`config.mk`:
```
export PLATFORM = sky130hd
export DESIGN_NAME = klm_top
export DESIGN_NICKNAME = d
export VERILOG_FILES = /design/src/logic/klm_pkg.sv /design/src/logic/klm_blink.sv /design/src/logic/klm_click.sv /design/src/logic/klm_top.sv
export SDC_FILE = /design/constraint.sdc
export NUM_CORES = 1
export LEC_CHECK = 0
export BUFFER_PORTS_ARGS = -buffer_cell sky130_fd_sc_hd__buf_2
export CAP_MARGIN = 20
export CORE_ASPECT_RATIO = 0.5
export CORE_UTILIZATION = 40
export DETAILED_ROUTE_END_ITERATION = 16
export GPL_TIMING_DRIVEN = 0
export HOLD_SLACK_MARGIN = 0.03
export REMOVE_ABC_BUFFERS = 1
export SLEW_MARGIN = 25
export SYNTH_ARGS = -nofsm -noshare
export SYNTH_HDL_FRONTEND = slang
export SYNTH_SLANG_ARGS = --single-unit
```
`constraint.sdc`:
```
create_clock -name pclk -period 5.6 [get_ports pclk]
set_clock_uncertainty 0.15 [all_clocks]
set_input_delay 0 -clock pclk [delete_from_list [all_inputs] [get_ports pclk]]
set_output_delay 0 -clock pclk [all_outputs]
set_load 0.02 [all_outputs]
```
`src/logic/klm_pkg.sv`:
```
// klm_pkg: shared constants and types for the key learning mode controller
// assumes a 125 MHz pclk; long timing counts are also top-level parameters
package klm_pkg;

  // clock rate and derived cycles per millisecond
  localparam int unsigned CLK_HZ        = 125_000_000;
  localparam int unsigned CYC_PER_MS    = CLK_HZ / 1000;

  // times in milliseconds
  localparam int unsigned DEBOUNCE_MS   = 20;
  localparam int unsigned CLICK_GAP_MS  = 400;
  localparam int unsigned FAST_HALF_MS  = 500;   // one flash per second
  localparam int unsigned SLOW_HALF_MS  = 1500;  // three second period

  // derived counts in cycles
  localparam int unsigned DEBOUNCE_CYC  = DEBOUNCE_MS * CYC_PER_MS;
  localparam int unsigned CLICK_GAP_CYC = CLICK_GAP_MS * CYC_PER_MS;
  localparam int unsigned FAST_HALF_CYC = FAST_HALF_MS * CYC_PER_MS;
  localparam int unsigned SLOW_HALF_CYC = SLOW_HALF_MS * CYC_PER_MS;

  // block shape
  localparam int unsigned NUM_OUT       = 5;
  localparam int unsigned IDX_W         = 3;
  localparam int unsigned ADDR_W        = 16;

  // register byte offsets
  localparam logic [7:0] REG_CTRL       = 8'h00;
  localparam logic [7:0] REG_BIND       = 8'h04;
  localparam logic [7:0] REG_KEYCFG     = 8'h08;
  localparam logic [7:0] REG_OUTSET     = 8'h0C;
  localparam logic [7:0] REG_STATUS     = 8'h10;

  // control register fields
  localparam int unsigned CTRL_LEARN    = 0;
  localparam int unsigned CTRL_SYNC     = 1;
  localparam int unsigned CTRL_MESH     = 2;

  // bind and key config fields
  localparam int unsigned F_OUT_LSB     = 0;
  localparam int unsigned F_KEY_LSB     = 4;
  localparam int unsigned F_ADDR_LSB    = 16;

  // status register fields
  localparam int unsigned ST_MODE_LSB   = 0;
  localparam int unsigned ST_LEARNED    = 4;
  localparam int unsigned ST_OUT_LSB    = 12;
  localparam int unsigned ST_ADV        = 20;
  localparam int unsigned ST_LINK       = 21;

  // reset values
  localparam logic [15:0] KEY_ADDR_RST  = 16'hFFFF;  // broadcast target

  typedef enum logic [1:0] {
    KLM_NORMAL,
    KLM_LEARNER,
    KLM_SENDER
  } klm_mode_t;

  typedef enum logic [1:0] {
    KLM_CLK_IDLE,
    KLM_CLK_HELD,
    KLM_CLK_GAP,
    KLM_CLK_HELD2
  } klm_click_state_t;

endpackage : klm_pkg

```
`src/logic/klm_blink.sv`:
```
// klm_blink: free running square wave for indicator flashing
// assumes one clock domain and a clock enable that freezes the count
`timescale 1ns/1ps
module klm_blink #(
  parameter int unsigned HALF_CYC = klm_pkg::FAST_HALF_CYC
) (
  input  wire logic pclk,
  input  wire logic presetn,
  input  wire logic ce,
  output logic      wave
);

  typedef struct packed {
    logic [31:0] cnt;
    logic        lvl;
  } klm_blink_t;

  klm_blink_t st;
  klm_blink_t next_st;

  // count half periods and flip the level
  always_comb begin
    next_st = st;
    if (st.cnt >= HALF_CYC - 1) begin
      next_st.cnt = '0;
      next_st.lvl = ~st.lvl;
    end else begin
      next_st.cnt = st.cnt + 32'h1;
    end
  end

  always_ff @(posedge pclk or negedge presetn) begin
    if (!presetn) begin
      st <= '0;
    end else if (ce) begin
      st <= next_st;
    end
  end

  assign wave = st.lvl;

endmodule : klm_blink

```
`src/logic/klm_click.sv`:
```
// klm_click: debounce of the power/wake pin and single/double click split
// assumes the pin level is already synchronised; pressed means low
`timescale 1ns/1ps
module klm_click #(
  parameter int unsigned DEB_CYC = klm_pkg::DEBOUNCE_CYC,
  parameter int unsigned GAP_CYC = klm_pkg::CLICK_GAP_CYC
) (
  input  wire logic pclk,
  input  wire logic presetn,
  input  wire logic ce,
  input  wire logic pin_sync,
  output logic      pressed,
  output logic      press_pulse,
  output logic      single_pulse,
  output logic      double_pulse
);

  typedef struct packed {
    logic                      stable;   // debounced pressed level
    logic [31:0]               deb_cnt;
    logic [31:0]               gap_cnt;
    klm_pkg::klm_click_state_t cs;
    logic                      press;
    logic                      single;
    logic                      dbl;
  } klm_click_st_t;

  klm_click_st_t st;
  klm_click_st_t next_st;
  logic          raw_press;

  assign raw_press = ~pin_sync;

  // filter, then count clicks inside the gap window
  always_comb begin
    next_st        = st;
    next_st.press  = 1'b0;
    next_st.single = 1'b0;
    next_st.dbl    = 1'b0;
    if (raw_press == st.stable) begin
      next_st.deb_cnt = '0;
    end else if (st.deb_cnt >= DEB_CYC - 1) begin
      next_st.deb_cnt = '0;
      next_st.stable  = raw_press;
      next_st.press   = raw_press;
    end else begin
      next_st.deb_cnt = st.deb_cnt + 32'h1;
    end
    case (st.cs)
      klm_pkg::KLM_CLK_IDLE: begin
        if (next_st.press) next_st.cs = klm_pkg::KLM_CLK_HELD;
      end
      klm_pkg::KLM_CLK_HELD: begin
        if (!st.stable) begin
          next_st.cs      = klm_pkg::KLM_CLK_GAP;
          next_st.gap_cnt = '0;
        end
      end
      klm_pkg::KLM_CLK_GAP: begin
        if (next_st.press) begin
          next_st.cs = klm_pkg::KLM_CLK_HELD2;
        end else if (st.gap_cnt >= GAP_CYC - 1) begin
          next_st.cs     = klm_pkg::KLM_CLK_IDLE;
          next_st.single = 1'b1;
        end else begin
          next_st.gap_cnt = st.gap_cnt + 32'h1;
        end
      end
      klm_pkg::KLM_CLK_HELD2: begin
        if (!st.stable) begin
          next_st.cs  = klm_pkg::KLM_CLK_IDLE;
          next_st.dbl = 1'b1;
        end
      end
      default: next_st.cs = klm_pkg::KLM_CLK_IDLE;
    endcase
  end

  always_ff @(posedge pclk or negedge presetn) begin
    if (!presetn) begin
      st    <= '0;
      st.cs <= klm_pkg::KLM_CLK_IDLE;
    end else if (ce) begin
      st <= next_st;
    end
  end

  assign pressed      = st.stable;
  assign press_pulse  = st.press;
  assign single_pulse = st.single;
  assign double_pulse = st.dbl;

endmodule : klm_click

```
`src/logic/klm_top.sv`:
```
// klm_top: mode control, output learning and indicator drive of a wireless node
// assumes an APB master on pclk, pins that are asynchronous to pclk, and
// radio-side status and receive strobes that already run on pclk
//
// The placing of the registers and register access over APB are this design's own decisions.
`timescale 1ns/1ps

// Function
// serial host binds local output to remote key and remote short address
// double click enters learner: link LED flashes slowly, advertising LED off
// while learning, unlearned output toggles each second, learned output stays on
// without local key press, output n binds to remote key n
// local key n selects output n; next received key binds to it
// single click enters sender: link LED off, advert slow, keys transmit
// double click leaves learner; bindings act only after leaving
// single click leaves sender; normal key functions resume afterwards
// in sender mode a pressed key drives its own output high
// normal: advertising LED flashes once per second; link LED on when connected
// reset is active low; an open reset pin reads as high
// wake pin press wakes device; connected writes need wake pin held low
// outside mesh, advertising LED flashes unconnected, stays on connected
// outside mesh, link output low unconnected, high connected
// in mesh, link output high only after joining the network
// outputs low after reset; settable by serial and remote keys when networked
// in mesh, a key press sends a set-level command to its target
// host enables learn switch and output sync before learning
// with learn switch on, key target writes are ignored
// wake pin is debounced; a fixed window splits single and double clicks
// slow flash period is clearly longer than the one second fast flash
module klm_top #(
  parameter int unsigned DEB_CYC   = klm_pkg::DEBOUNCE_CYC,
  parameter int unsigned GAP_CYC   = klm_pkg::CLICK_GAP_CYC,
  parameter int unsigned FAST_CYC  = klm_pkg::FAST_HALF_CYC,
  parameter int unsigned SLOW_CYC  = klm_pkg::SLOW_HALF_CYC
) (
  input  wire logic        pclk,
  input  wire logic        presetn,
  input  wire logic        ce,
  input  wire logic        psel,
  input  wire logic        penable,
  input  wire logic        pwrite,
  input  wire logic [7:0]  paddr,
  input  wire logic [31:0] pwdata,
  output logic             pready,
  output logic [31:0]      prdata,
  output logic             pslverr,
  input  wire logic        power_wake_pin,
  input  wire logic        key_input_a,
  input  wire logic        key_input_b,
  input  wire logic        key_input_c,
  input  wire logic        key_input_d,
  input  wire logic        key_input_e,
  input  wire logic        link_connected,
  input  wire logic        net_joined,
  input  wire logic        rx_valid,
  input  wire logic [2:0]  rx_key,
  input  wire logic [15:0] rx_addr,
  input  wire logic        rx_level,
  output logic             tx_valid,
  output logic [2:0]       tx_key,
  output logic [15:0]      tx_addr,
  output logic             tx_learn_code,
  output logic             wake_pulse,
  output logic             advert_led_pin,
  output logic             link_status_pin,
  output logic             driven_output_a,
  output logic             driven_output_b,
  output logic             driven_output_c,
  output logic             driven_output_d,
  output logic             driven_output_e
);

  localparam int unsigned N = klm_pkg::NUM_OUT;

  typedef struct packed {
    logic                      pwr_s1;
    logic                      pwr_s2;
    logic [N-1:0]              key_s1;
    logic [N-1:0]              key_s2;
    logic [N-1:0]              key_prev;
    klm_pkg::klm_mode_t        mode;
    logic                      learn_en;
    logic                      sync_en;
    logic                      mesh_mode;
    logic [N-1:0]              bind_valid;
    logic [N-1:0]              learned;
    logic [N-1:0][2:0]         bind_key;
    logic [N-1:0][15:0]        bind_addr;
    logic [N-1:0][15:0]        key_addr;
    logic                      free_act;
    logic [2:0]                free_sel;
    logic                      local_pressed;
    logic [N-1:0]              out_lvl;
    logic [N-1:0]              pin_out;
    logic                      adv;
    logic                      link;
    logic [31:0]               rdata;
    logic                      err;
    logic                      tx_v;
    logic [2:0]                tx_k;
    logic [15:0]               tx_a;
    logic                      tx_l;
  } klm_top_st_t;

  klm_top_st_t st;
  klm_top_st_t next_st;
  logic [N-1:0] key_raw;
  logic         click_single;
  logic         click_double;
  logic         click_press;
  logic         fast_wave;
  logic         slow_wave;
  logic         setup_ph;
  logic         access_ph;
  logic         wr_allowed;
  logic         networked;

  // key index 1..N is valid
  function automatic logic idx_ok(input logic [2:0] idx);
    idx_ok = (idx != 3'h0) && (idx <= 3'(N));
  endfunction : idx_ok

  // mapped register byte address
  function automatic logic addr_ok(input logic [7:0] a);
    addr_ok = (a == klm_pkg::REG_CTRL) || (a == klm_pkg::REG_BIND) || (a == klm_pkg::REG_KEYCFG) ||
              (a == klm_pkg::REG_OUTSET) || (a == klm_pkg::REG_STATUS);
  endfunction : addr_ok

  assign key_raw = {key_input_e, key_input_d, key_input_c, key_input_b, key_input_a};

  klm_click #(
    .DEB_CYC (DEB_CYC),
    .GAP_CYC (GAP_CYC)
  ) u_click (
    .pclk         (pclk),
    .presetn      (presetn),
    .ce           (ce),
    .pin_sync     (st.pwr_s2),
    .pressed      (),
    .press_pulse  (click_press),
    .single_pulse (click_single),
    .double_pulse (click_double)
  );

  klm_blink #(
    .HALF_CYC (FAST_CYC)
  ) u_fast (
    .pclk    (pclk),
    .presetn (presetn),
    .ce      (ce),
    .wave    (fast_wave)
  );

  klm_blink #(
    .HALF_CYC (SLOW_CYC)
  ) u_slow (
    .pclk    (pclk),
    .presetn (presetn),
    .ce      (ce),
    .wave    (slow_wave)
  );

  // apb phases; zero wait states while enabled
  assign pready     = ce;
  assign setup_ph   = psel && !penable;
  assign access_ph  = psel && penable && ce;
  assign wr_allowed = !(link_connected && st.pwr_s2);
  assign networked  = st.mesh_mode ? net_joined : link_connected;

  // next state of the whole block
  always_comb begin
    next_st          = st;
    next_st.tx_v     = 1'b0;
    // pin synchronisers; first stage feeds only the second
    next_st.pwr_s1   = power_wake_pin;
    next_st.pwr_s2   = st.pwr_s1;
    next_st.key_s1   = key_raw;
    next_st.key_s2   = st.key_s1;
    next_st.key_prev = st.key_s2;

    // mode switching from clicks
    case (st.mode)
      klm_pkg::KLM_NORMAL: begin
        if (click_double) begin
          next_st.mode          = klm_pkg::KLM_LEARNER;
          next_st.learned       = '0;
          next_st.free_act      = 1'b0;
          next_st.local_pressed = 1'b0;
        end else if (click_single) begin
          next_st.mode = klm_pkg::KLM_SENDER;
        end
      end
      klm_pkg::KLM_LEARNER: begin
        if (click_double) next_st.mode = klm_pkg::KLM_NORMAL;
      end
      klm_pkg::KLM_SENDER: begin
        if (click_single) next_st.mode = klm_pkg::KLM_NORMAL;
      end
      default: next_st.mode = klm_pkg::KLM_NORMAL;
    endcase

    // per key behaviour by mode
    for (int i = 0; i < N; i++) begin
      if (st.key_s2[i] && !st.key_prev[i]) begin
        if (st.mode == klm_pkg::KLM_LEARNER) begin
          next_st.free_act      = 1'b1;
          next_st.free_sel      = 3'(i);
          next_st.local_pressed = 1'b1;
        end else begin
          next_st.tx_v = 1'b1;
          next_st.tx_k = 3'(i + 1);
          next_st.tx_l = (st.mode == klm_pkg::KLM_SENDER);
          next_st.tx_a = st.key_addr[i];
          if (st.mode == klm_pkg::KLM_NORMAL && st.sync_en) begin
            next_st.out_lvl[i] = ~st.out_lvl[i];
          end
        end
      end
    end

    // received key codes: learn while learning, control outputs in normal mode, ignored in sender mode
    if (rx_valid && idx_ok(rx_key)) begin
      if (st.mode == klm_pkg::KLM_LEARNER) begin
        if (st.free_act || next_st.free_act) begin
          next_st.bind_key[next_st.free_sel]   = rx_key;
          next_st.bind_addr[next_st.free_sel]  = rx_addr;
          next_st.bind_valid[next_st.free_sel] = 1'b1;
          next_st.learned[next_st.free_sel]    = 1'b1;
          next_st.free_act                     = 1'b0;
        end else if (!st.local_pressed) begin
          next_st.bind_key[rx_key - 3'h1]   = rx_key;
          next_st.bind_addr[rx_key - 3'h1]  = rx_addr;
          next_st.bind_valid[rx_key - 3'h1] = 1'b1;
          next_st.learned[rx_key - 3'h1]    = 1'b1;
        end
      end else if (st.mode == klm_pkg::KLM_NORMAL) begin
        // bindings only act once learner mode is left
        for (int i = 0; i < N; i++) begin
          if (st.learn_en ? (st.bind_valid[i] && st.bind_key[i] == rx_key && st.bind_addr[i] == rx_addr)
                          : (rx_key == 3'(i + 1))) begin
            next_st.out_lvl[i] = rx_level;
          end
        end
      end
    end

    // apb read data and error are captured in the setup cycle
    if (setup_ph) begin
      next_st.rdata = '0;
      next_st.err   = !addr_ok(paddr) || (pwrite && !wr_allowed);
      if (!pwrite) begin
        case (paddr)
          klm_pkg::REG_CTRL: begin
            next_st.rdata[klm_pkg::CTRL_LEARN] = st.learn_en;
            next_st.rdata[klm_pkg::CTRL_SYNC]  = st.sync_en;
            next_st.rdata[klm_pkg::CTRL_MESH]  = st.mesh_mode;
          end
          klm_pkg::REG_STATUS: begin
            next_st.rdata[klm_pkg::ST_MODE_LSB +: 2]    = st.mode;
            next_st.rdata[klm_pkg::ST_LEARNED +: N]     = st.learned;
            next_st.rdata[klm_pkg::ST_OUT_LSB +: N]     = st.pin_out;
            next_st.rdata[klm_pkg::ST_ADV]              = st.adv;
            next_st.rdata[klm_pkg::ST_LINK]             = st.link;
          end
          default: next_st.rdata = '0;
        endcase
      end
    end

    // apb writes take effect at the access edge
    if (access_ph && pwrite && wr_allowed) begin
      case (paddr)
        klm_pkg::REG_CTRL: begin
          next_st.learn_en  = pwdata[klm_pkg::CTRL_LEARN];
          next_st.sync_en   = pwdata[klm_pkg::CTRL_SYNC];
          next_st.mesh_mode = pwdata[klm_pkg::CTRL_MESH];
        end
        klm_pkg::REG_BIND: begin
          if (idx_ok(pwdata[klm_pkg::F_OUT_LSB +: 3]) && idx_ok(pwdata[klm_pkg::F_KEY_LSB +: 3])) begin
            next_st.bind_key[pwdata[klm_pkg::F_OUT_LSB +: 3] - 3'h1]   = pwdata[klm_pkg::F_KEY_LSB +: 3];
            next_st.bind_addr[pwdata[klm_pkg::F_OUT_LSB +: 3] - 3'h1]  = pwdata[klm_pkg::F_ADDR_LSB +: 16];
            next_st.bind_valid[pwdata[klm_pkg::F_OUT_LSB +: 3] - 3'h1] = 1'b1;
          end
        end
        klm_pkg::REG_KEYCFG: begin
          if (!st.learn_en && idx_ok(pwdata[klm_pkg::F_OUT_LSB +: 3])) begin
            next_st.key_addr[pwdata[klm_pkg::F_OUT_LSB +: 3] - 3'h1] = pwdata[klm_pkg::F_ADDR_LSB +: 16];
          end
        end
        klm_pkg::REG_OUTSET: begin
          if (networked) next_st.out_lvl = pwdata[N-1:0];
        end
        default: next_st.out_lvl = next_st.out_lvl;
      endcase
    end

    // registered pin drive per mode
    case (st.mode)
      klm_pkg::KLM_LEARNER: begin
        next_st.link = slow_wave;
        next_st.adv  = 1'b0;
        for (int i = 0; i < N; i++) begin
          next_st.pin_out[i] = st.learned[i] ? 1'b1 : fast_wave;
        end
      end
      klm_pkg::KLM_SENDER: begin
        next_st.link    = 1'b0;
        next_st.adv     = slow_wave;
        next_st.pin_out = st.key_s2;
      end
      default: begin
        if (st.mesh_mode) begin
          next_st.link = net_joined;
          next_st.adv  = fast_wave;
        end else begin
          next_st.link = link_connected;
          next_st.adv  = link_connected ? 1'b1 : fast_wave;
        end
        next_st.pin_out = st.out_lvl;
      end
    endcase
  end

  // state register; reset holds outputs low
  always_ff @(posedge pclk or negedge presetn) begin
    if (!presetn) begin
      st          <= '0;
      st.pwr_s1   <= 1'b1;
      st.pwr_s2   <= 1'b1;
      st.mode     <= klm_pkg::KLM_NORMAL;
      st.key_addr <= {N{klm_pkg::KEY_ADDR_RST}};
    end else if (ce) begin
      st <= next_st;
    end
  end

  // output drive
  assign prdata          = st.rdata;
  assign pslverr         = st.err && access_ph;
  assign tx_valid        = st.tx_v;
  assign tx_key          = st.tx_k;
  assign tx_addr         = st.tx_a;
  assign tx_learn_code   = st.tx_l;
  assign wake_pulse      = click_press;
  assign advert_led_pin  = st.adv;
  assign link_status_pin = st.link;
  assign driven_output_a = st.pin_out[0];
  assign driven_output_b = st.pin_out[1];
  assign driven_output_c = st.pin_out[2];
  assign driven_output_d = st.pin_out[3];
  assign driven_output_e = st.pin_out[4];

endmodule : klm_top

```
# Word-level counts from Yosys, hierarchy flattened
# Index checks and enable logic that the tools add are counted.
dict set report word_totals {
  n_memories 0
  regBits 414
  output_inout_bits 63
  ram_bits 0
  inputBits 75
  rom_bits 0
  latchBits 0
}
dict set report op_classes {
  div 0
  n_eq_ne 34
  shifts 0
  magnitude_cmp 13
  n_mul 0
  n_mux 136
  n_addsub 6
  n_reduce_logical 64
  n_bitwise 14
}
# operator n
set op_table {}
lappend op_table {{105-bit 2-to-1 mux} 4}
lappend op_table {{80-bit bitwise mux} 4}
lappend op_table {{21-bit 2-to-1 mux} 10}
lappend op_table {{32-bit 2-to-1 mux} 6}
lappend op_table {{95-bit 2-to-1 mux} 2}
lappend op_table {{175-bit 2-to-1 mux} 1}
lappend op_table {{80-bit 2-to-1 mux} 2}
lappend op_table {{16-bit demux with 3-bit select} 3}
lappend op_table {{32-bit by 1-bit adder with 32-bit output (second input constant)} 4}
lappend op_table {{5-bit 2-to-1 mux} 22}
lappend op_table {{16-bit == test} 5}
lappend op_table {{32-bit by 26-bit >= comparator with 1-bit output (second input constant)} 2}
lappend op_table {{32-bit one-hot mux with 2 select lines} 1}
lappend op_table {{1-bit 2-to-1 mux} 49}
lappend op_table {{16-bit 2-to-1 mux} 3}
lappend op_table {{15-bit bitwise mux} 3}
lappend op_table {{34-bit 2-to-1 mux} 1}
lappend op_table {{1-bit logical AND} 33}
lappend op_table {{32-bit by 22-bit >= comparator with 1-bit output (second input constant)} 1}
lappend op_table {{32-bit by 28-bit >= comparator with 1-bit output (second input constant)} 1}
lappend op_table {{3-bit demux with 3-bit select} 3}
lappend op_table {{5-bit OR} 5}
lappend op_table {{22-bit 2-to-1 mux} 1}
lappend op_table {{2-bit 2-to-1 mux} 10}
lappend op_table {{other kinds (35)} 91}

# Longest topological paths before layout
dict set report depth {
  depth_word 24
  ltp_mapped 12
  ltp_nobuf 9
}

# Modules after synthesis
# A second synthesis with hierarchy kept.
dict set report hier_totals {
  cells_unflattened 2235
  area_unflattened_um2 22441.5
}
# module instances cells_per_inst area_each_um2
set modules_own_cells {}
lappend modules_own_cells {klm_top 1 1406 14879.3}
lappend modules_own_cells {klm_click 1 433 3852.4}
lappend modules_own_cells {{klm_blink at u_fast} 1 200 1876.8}
lappend modules_own_cells {{klm_blink at u_slow} 1 196 1833.0}

# Least setup slack after synthesis
# No wires, ideal clock.
dict set report synth_path {
  path_type {input port to flip-flop}
  startpoint {in rx_key[1]}
  endpoint {reg st[207] (netlist name)}
  n_path_buf 2
  required_ps 5324
  cell_stages 11
  slack_ps 3013
  arrival_time_ps 2311
  setup_ps 126
  cell_sequence {clkbuf_1 > inv_1 > ha_1 > o21bai_1 > o2111ai_2 > nor2_1 > and4_1 > a21oi_2 > buf_2 > nor2_1 > a221o_1}
}
dict set report synth_via {
  elab_chain_len 14
}
# item line
set synth_rtl {}
lappend synth_rtl {{from (decl)} klm_top.sv:56} ;# input wire logic [2:0] rx_key,
lappend synth_rtl {{3-bit by 1-bit subtractor with 3-bit output} klm_top.sv:232} ;# next_st.bind_addr[rx_key - 3'h1] = rx_addr;
lappend synth_rtl {{3-bit by 4-bit < comparator with 1-bit output (not written as such) or 3-bit by 1-bit >= comparator with 1-bit output (tied branches)} klm_top.sv:232}
lappend synth_rtl {{1-bit logical AND (not written as such)} klm_top.sv:232}
lappend synth_rtl {{16-bit 2-to-1 mux (not written as such)} klm_top.sv:232}
lappend synth_rtl {{16-bit demux with 3-bit select} klm_top.sv:232}
lappend synth_rtl {{80-bit bitwise mux} klm_top.sv:232}
lappend synth_rtl {{105-bit 2-to-1 mux} klm_top.sv:230} ;# end else if (!st.local_pressed) begin
lappend synth_rtl {{105-bit 2-to-1 mux} klm_top.sv:224} ;# if (st.free_act || next_st.free_act) begin
lappend synth_rtl {{105-bit 2-to-1 mux} klm_top.sv:223} ;# if (st.mode == klm_pkg::KLM_LEARNER) begin
lappend synth_rtl {{105-bit 2-to-1 mux (*)} klm_top.sv:222} ;# if (rx_valid && idx_ok(rx_key)) begin
lappend synth_rtl {{80-bit bitwise mux} klm_top.sv:281} ;# next_st.bind_addr[pwdata[klm_pkg::F_OUT_LSB +: 3] - 3'h1] = pwdata[klm_pkg::F_ADDR_LSB +: 16];
lappend synth_rtl {{95-bit 2-to-1 mux} klm_top.sv:279} ;# if (idx_ok(pwdata[klm_pkg::F_OUT_LSB +: 3]) && idx_ok(pwdata[klm_pkg::F_KEY_LSB +: 3])) begin
lappend synth_rtl {{95-bit 2-to-1 mux} klm_top.sv:272} ;# case (paddr)
lappend synth_rtl {{175-bit 2-to-1 mux (*)} klm_top.sv:271} ;# if (access_ph && pwrite && wr_allowed) begin
lappend synth_rtl {{to (signal assigned)} klm_top.sv:333} ;# st <= next_st;
lappend synth_rtl {{to (decl)} klm_top.sv:105} ;# klm_top_st_t st;
# Every way passes the cells marked *; elsewhere a longest branch is shown, timed or not.
# A chain may end at the register's enable or synchronous reset.

# Worst setup path in the final report
dict set report layout_path {
  startpoint {reg st, in the netlist next_st[262]}
  endpoint {reg st[220] (netlist name)}
}
dict set report layout_via {
  elab_chain_len 20
}
# item line
set layout_rtl {}
lappend layout_rtl {{1-bit logical AND (*)} klm_top.sv:204} ;# if (st.key_s2[i] && !st.key_prev[i]) begin
lappend layout_rtl {{5-bit 2-to-1 mux (*)} klm_top.sv:204}
lappend layout_rtl {{5-bit 2-to-1 mux} klm_top.sv:205} ;# if (st.mode == klm_pkg::KLM_LEARNER) begin
lappend layout_rtl {{5-bit 2-to-1 mux (*)} klm_top.sv:204}
lappend layout_rtl {{5-bit 2-to-1 mux} klm_top.sv:205}
lappend layout_rtl {{5-bit 2-to-1 mux (*)} klm_top.sv:204}
lappend layout_rtl {{5-bit 2-to-1 mux} klm_top.sv:205}
lappend layout_rtl {{6-bit 2-to-1 mux (*)} klm_top.sv:204}
lappend layout_rtl {{(+4 left out)} n/a}
lappend layout_rtl {{80-bit bitwise mux} klm_top.sv:226} ;# next_st.bind_addr[next_st.free_sel] = rx_addr;
lappend layout_rtl {{105-bit 2-to-1 mux (*)} klm_top.sv:224}
lappend layout_rtl {{105-bit 2-to-1 mux (*)} klm_top.sv:223}
lappend layout_rtl {{105-bit 2-to-1 mux (*)} klm_top.sv:222}
lappend layout_rtl {{80-bit bitwise mux} klm_top.sv:281}
lappend layout_rtl {{95-bit 2-to-1 mux} klm_top.sv:279}
lappend layout_rtl {{95-bit 2-to-1 mux} klm_top.sv:272}
lappend layout_rtl {{175-bit 2-to-1 mux (*)} klm_top.sv:271}
# Marks and branches as above.

==> reports/summary.txt <==
DR vias: 16.5k
Number of DRC markers in iteration 0: 1299
Final-layout fill cell count: 4856
HPWL Detailed: 37100 um
Top cell type's share of synthesized area: 37.4%
Die Wd: 327 um
# rows: 59
Register area share after synthesis: 47.6%
GRT Overall Usage: 20.5%
Largest net degree at the start of global routing: 103
DRC Markers: 0
Post-synthesis cell area: 21100 um^2
Worst path required time: 5.88 ns
Synth Flop Type: dfrtp_1
First-pass GRT wire length: 89100 um
Finished Layout Cells: 3000
Worst setup margin: 1.57 ns
FMAX: 248 MHz
Die ar.: 53700 um^2
Number of global-route vias before repair: 16.0k
DP Cell Count: 2832
Gpl congestion: 0.855
Wirelength per Cell: 18.4 um
R2R Setup Slk: 1.57 ns
WP data arrival: 4.31 ns
Crit Path Category: reg -> reg
Initial antenna violation count: 0
Start point of the critical path: next_st[262]
Fin. Hold Viols: 0
Post-synthesis cell type count: 83
Syn Area/Cell: 9.77 um^2
Starting density of the core: 40.5%
Clk pin slew, worst setup/hold paths: 0.06 ns
Layout Nets: 2360
Worst hold margin: 0.100 ns
R2r startpoint: next_st[262]
Root buf cell: clkbuf_16
GRT Residual Overflow: 0
Fin util: 46.9%
Setup crit end: st[220]
Placed Area: 22200 um^2
Yosys reg bits: 397
Worst-path cell chain: nand2b_1 -> a41oi_2 -> a2111oi_1 -> o21ai_0 -> a21o_1 -> nor3_1 -> nor3_1 -> dlygate4sd3_1
Crit path launch type: register
Yosys top cell by area: dfrtp_1
# IOs: 138
CTS tree: yes
Core area: 52000 um^2
Yosys warnings: 0
Post-synth EDFFs: 0
Syn-to-layout area delta: 15.7%
IR drop worst, VDD: 0.253 mV
Worst Path Max Fanout: 21
Vias/cell: 5.50
Worst hold-check path type: in -> reg
Hold path depth: 3
Height of the die: 164 um
Diode count: 0
Final instance area: 24400 um^2
Ys async rst share: 100%
Slew HR: 30.7%
Layout cells sized above 1: 18.5%
RSZ-0062 raised after global routing: false
Crit-path max cell delay: 0.67 ns
Place WS: 2.00 ns
Leakage: 10.7 nW
Routed Antenna Nets: 0
Worst reg-to-reg path cell count: 8
# Max-Cap Violations: 0
# setup viols final: 0
Post-layout minimum cycle time: 4.03 ns
Final wirelength: 55100 um
H-Tree Level Count: 2
Setup TNS Final: 0 ns
Clock Latency Late Sink: 0.55 ns
TritonCTS Buffers: 41
Overall Power: 7.77 mW
PortBufs: 111
Pre-antenna DRT Iters: 7
Status: finished clean
Max Slew Vio Count: 0
Synth top area cells: dfrtp_1 37%, dfstp_2 10%, mux2_2 5.3%
CTS Buffer Depth: 3
Setup crit end kind: register
Crit share post-route: 71.9%
Gate Count Post-Synth: 2159
CP dominant cell by count: nor3_1
PD cells: 318 nW/um^2
CP max stage cell: nand2b_1
Reg2reg end: st[220]
Worst slew pin tran: 1.04 ns
Clock sinks: 397
-- critical path, delay by kind of cell (launching register included) --
family	cells	cell delay, ns
DFF	1	0.45
buffers and inverters	1	0.57
and+or+nand+nor	3	1.09
AOI/OAI and AO/OA	4	1.64
-- layer usage --
metal / vias to the layer above / track usage [%] / routed length, um
li1: 7847 / - / -
met1: 8141 / 28.0 / 25100
met2: 409 / 34.2 / 26200
met3: 91 / 2.65 / 2440
met4: 0 / 5.93 / 1340
met5: - / 0 / 0
-- power by group --
part           switching [mW]  total [mW]  internal [mW]  leakage, nW
combinational           0.884        1.59          0.702         5.02
sequential              0.315        3.53           3.22         5.07
clock                    1.16        2.65           1.49        0.623
total                    2.36        7.77           5.41         10.7
-- cell usage in the layout (no fill, tap or decap), types with 22 or more instances in the layout --
master	n
nor2_1	249
mux2_2	99
nand3_1	87
o21ai_0	101
nor3_1	67
nor4_1	35
a221o_1	52
a211oi_1	23
dfrtp_1	315
o22ai_1	22
and3_1	66
buf_2	111
dfstp_2	82
inv_1	32
dlygate4sd3_1	96
clkbuf_16	43
xor2_1	89
nand4_1	34
nand2_1	146
a21oi_1	78
xnor2_1	80
and2_1	40
mux2i_1	27
-- how the worst min path moves through the flow --
stage	start	endpoint	slack [ns]
finish	key_input_d	next_st[269]	0.10
global route	key_input_b	next_st[267]	0.08
CTS	penable	st[21]	0.06
detailed placement	presetn	tx_addr[10]	-0.31
global placement	pwdata[3]	st[64]	0.08
floorplan	presetn	advert_led_pin	-0.45
-- synth_stat cells (all sizes together) (38+ instances only) --
library cell,count
buf,94
o21ai,105
a221o,52
nor2,258
and2,41
xnor2,80
clkbuf,85
mux2,99
dfrtp,315
and3,67
nor3,68
nand2,146
nor4,38
xor2,89
dfstp,82
nand3,88
a21oi,81
-- kinds of logic (layout without fill, tap and decap cells) --
family,count (synthesis),in the layout,synth area share [%]
simple gates,830,830,19.4
compound gates,408,408,13.5
flops,397,397,47.6
buf+inv,213,337,5.05
xor+xnor,169,169,7.01
mux,126,126,6.56
fa+ha+maj,15,15,0.889
other cells,1,17,0.0178
-- what timing repair did --
action | in CTS | in global routing
hold buffers | 96 | 0
hold endpoints to repair | 467 | 0
gates resized for setup | 0 | 0
buffers inserted | 0 | 0
-- area by class of cell --
class	instances	area (um^2)	share of cell area, %
multi-input combinational	1565	10200	41.7
sequential	397	10000	41.1
clock inverter	8	43.8	0.179
timing repair buffer	231	1930	7.92
clock buffer	64	1210	4.98
tap	701	877	3.59
inverter	34	129	0.528
Note: power is estimated with default switching activity, not from simulation.
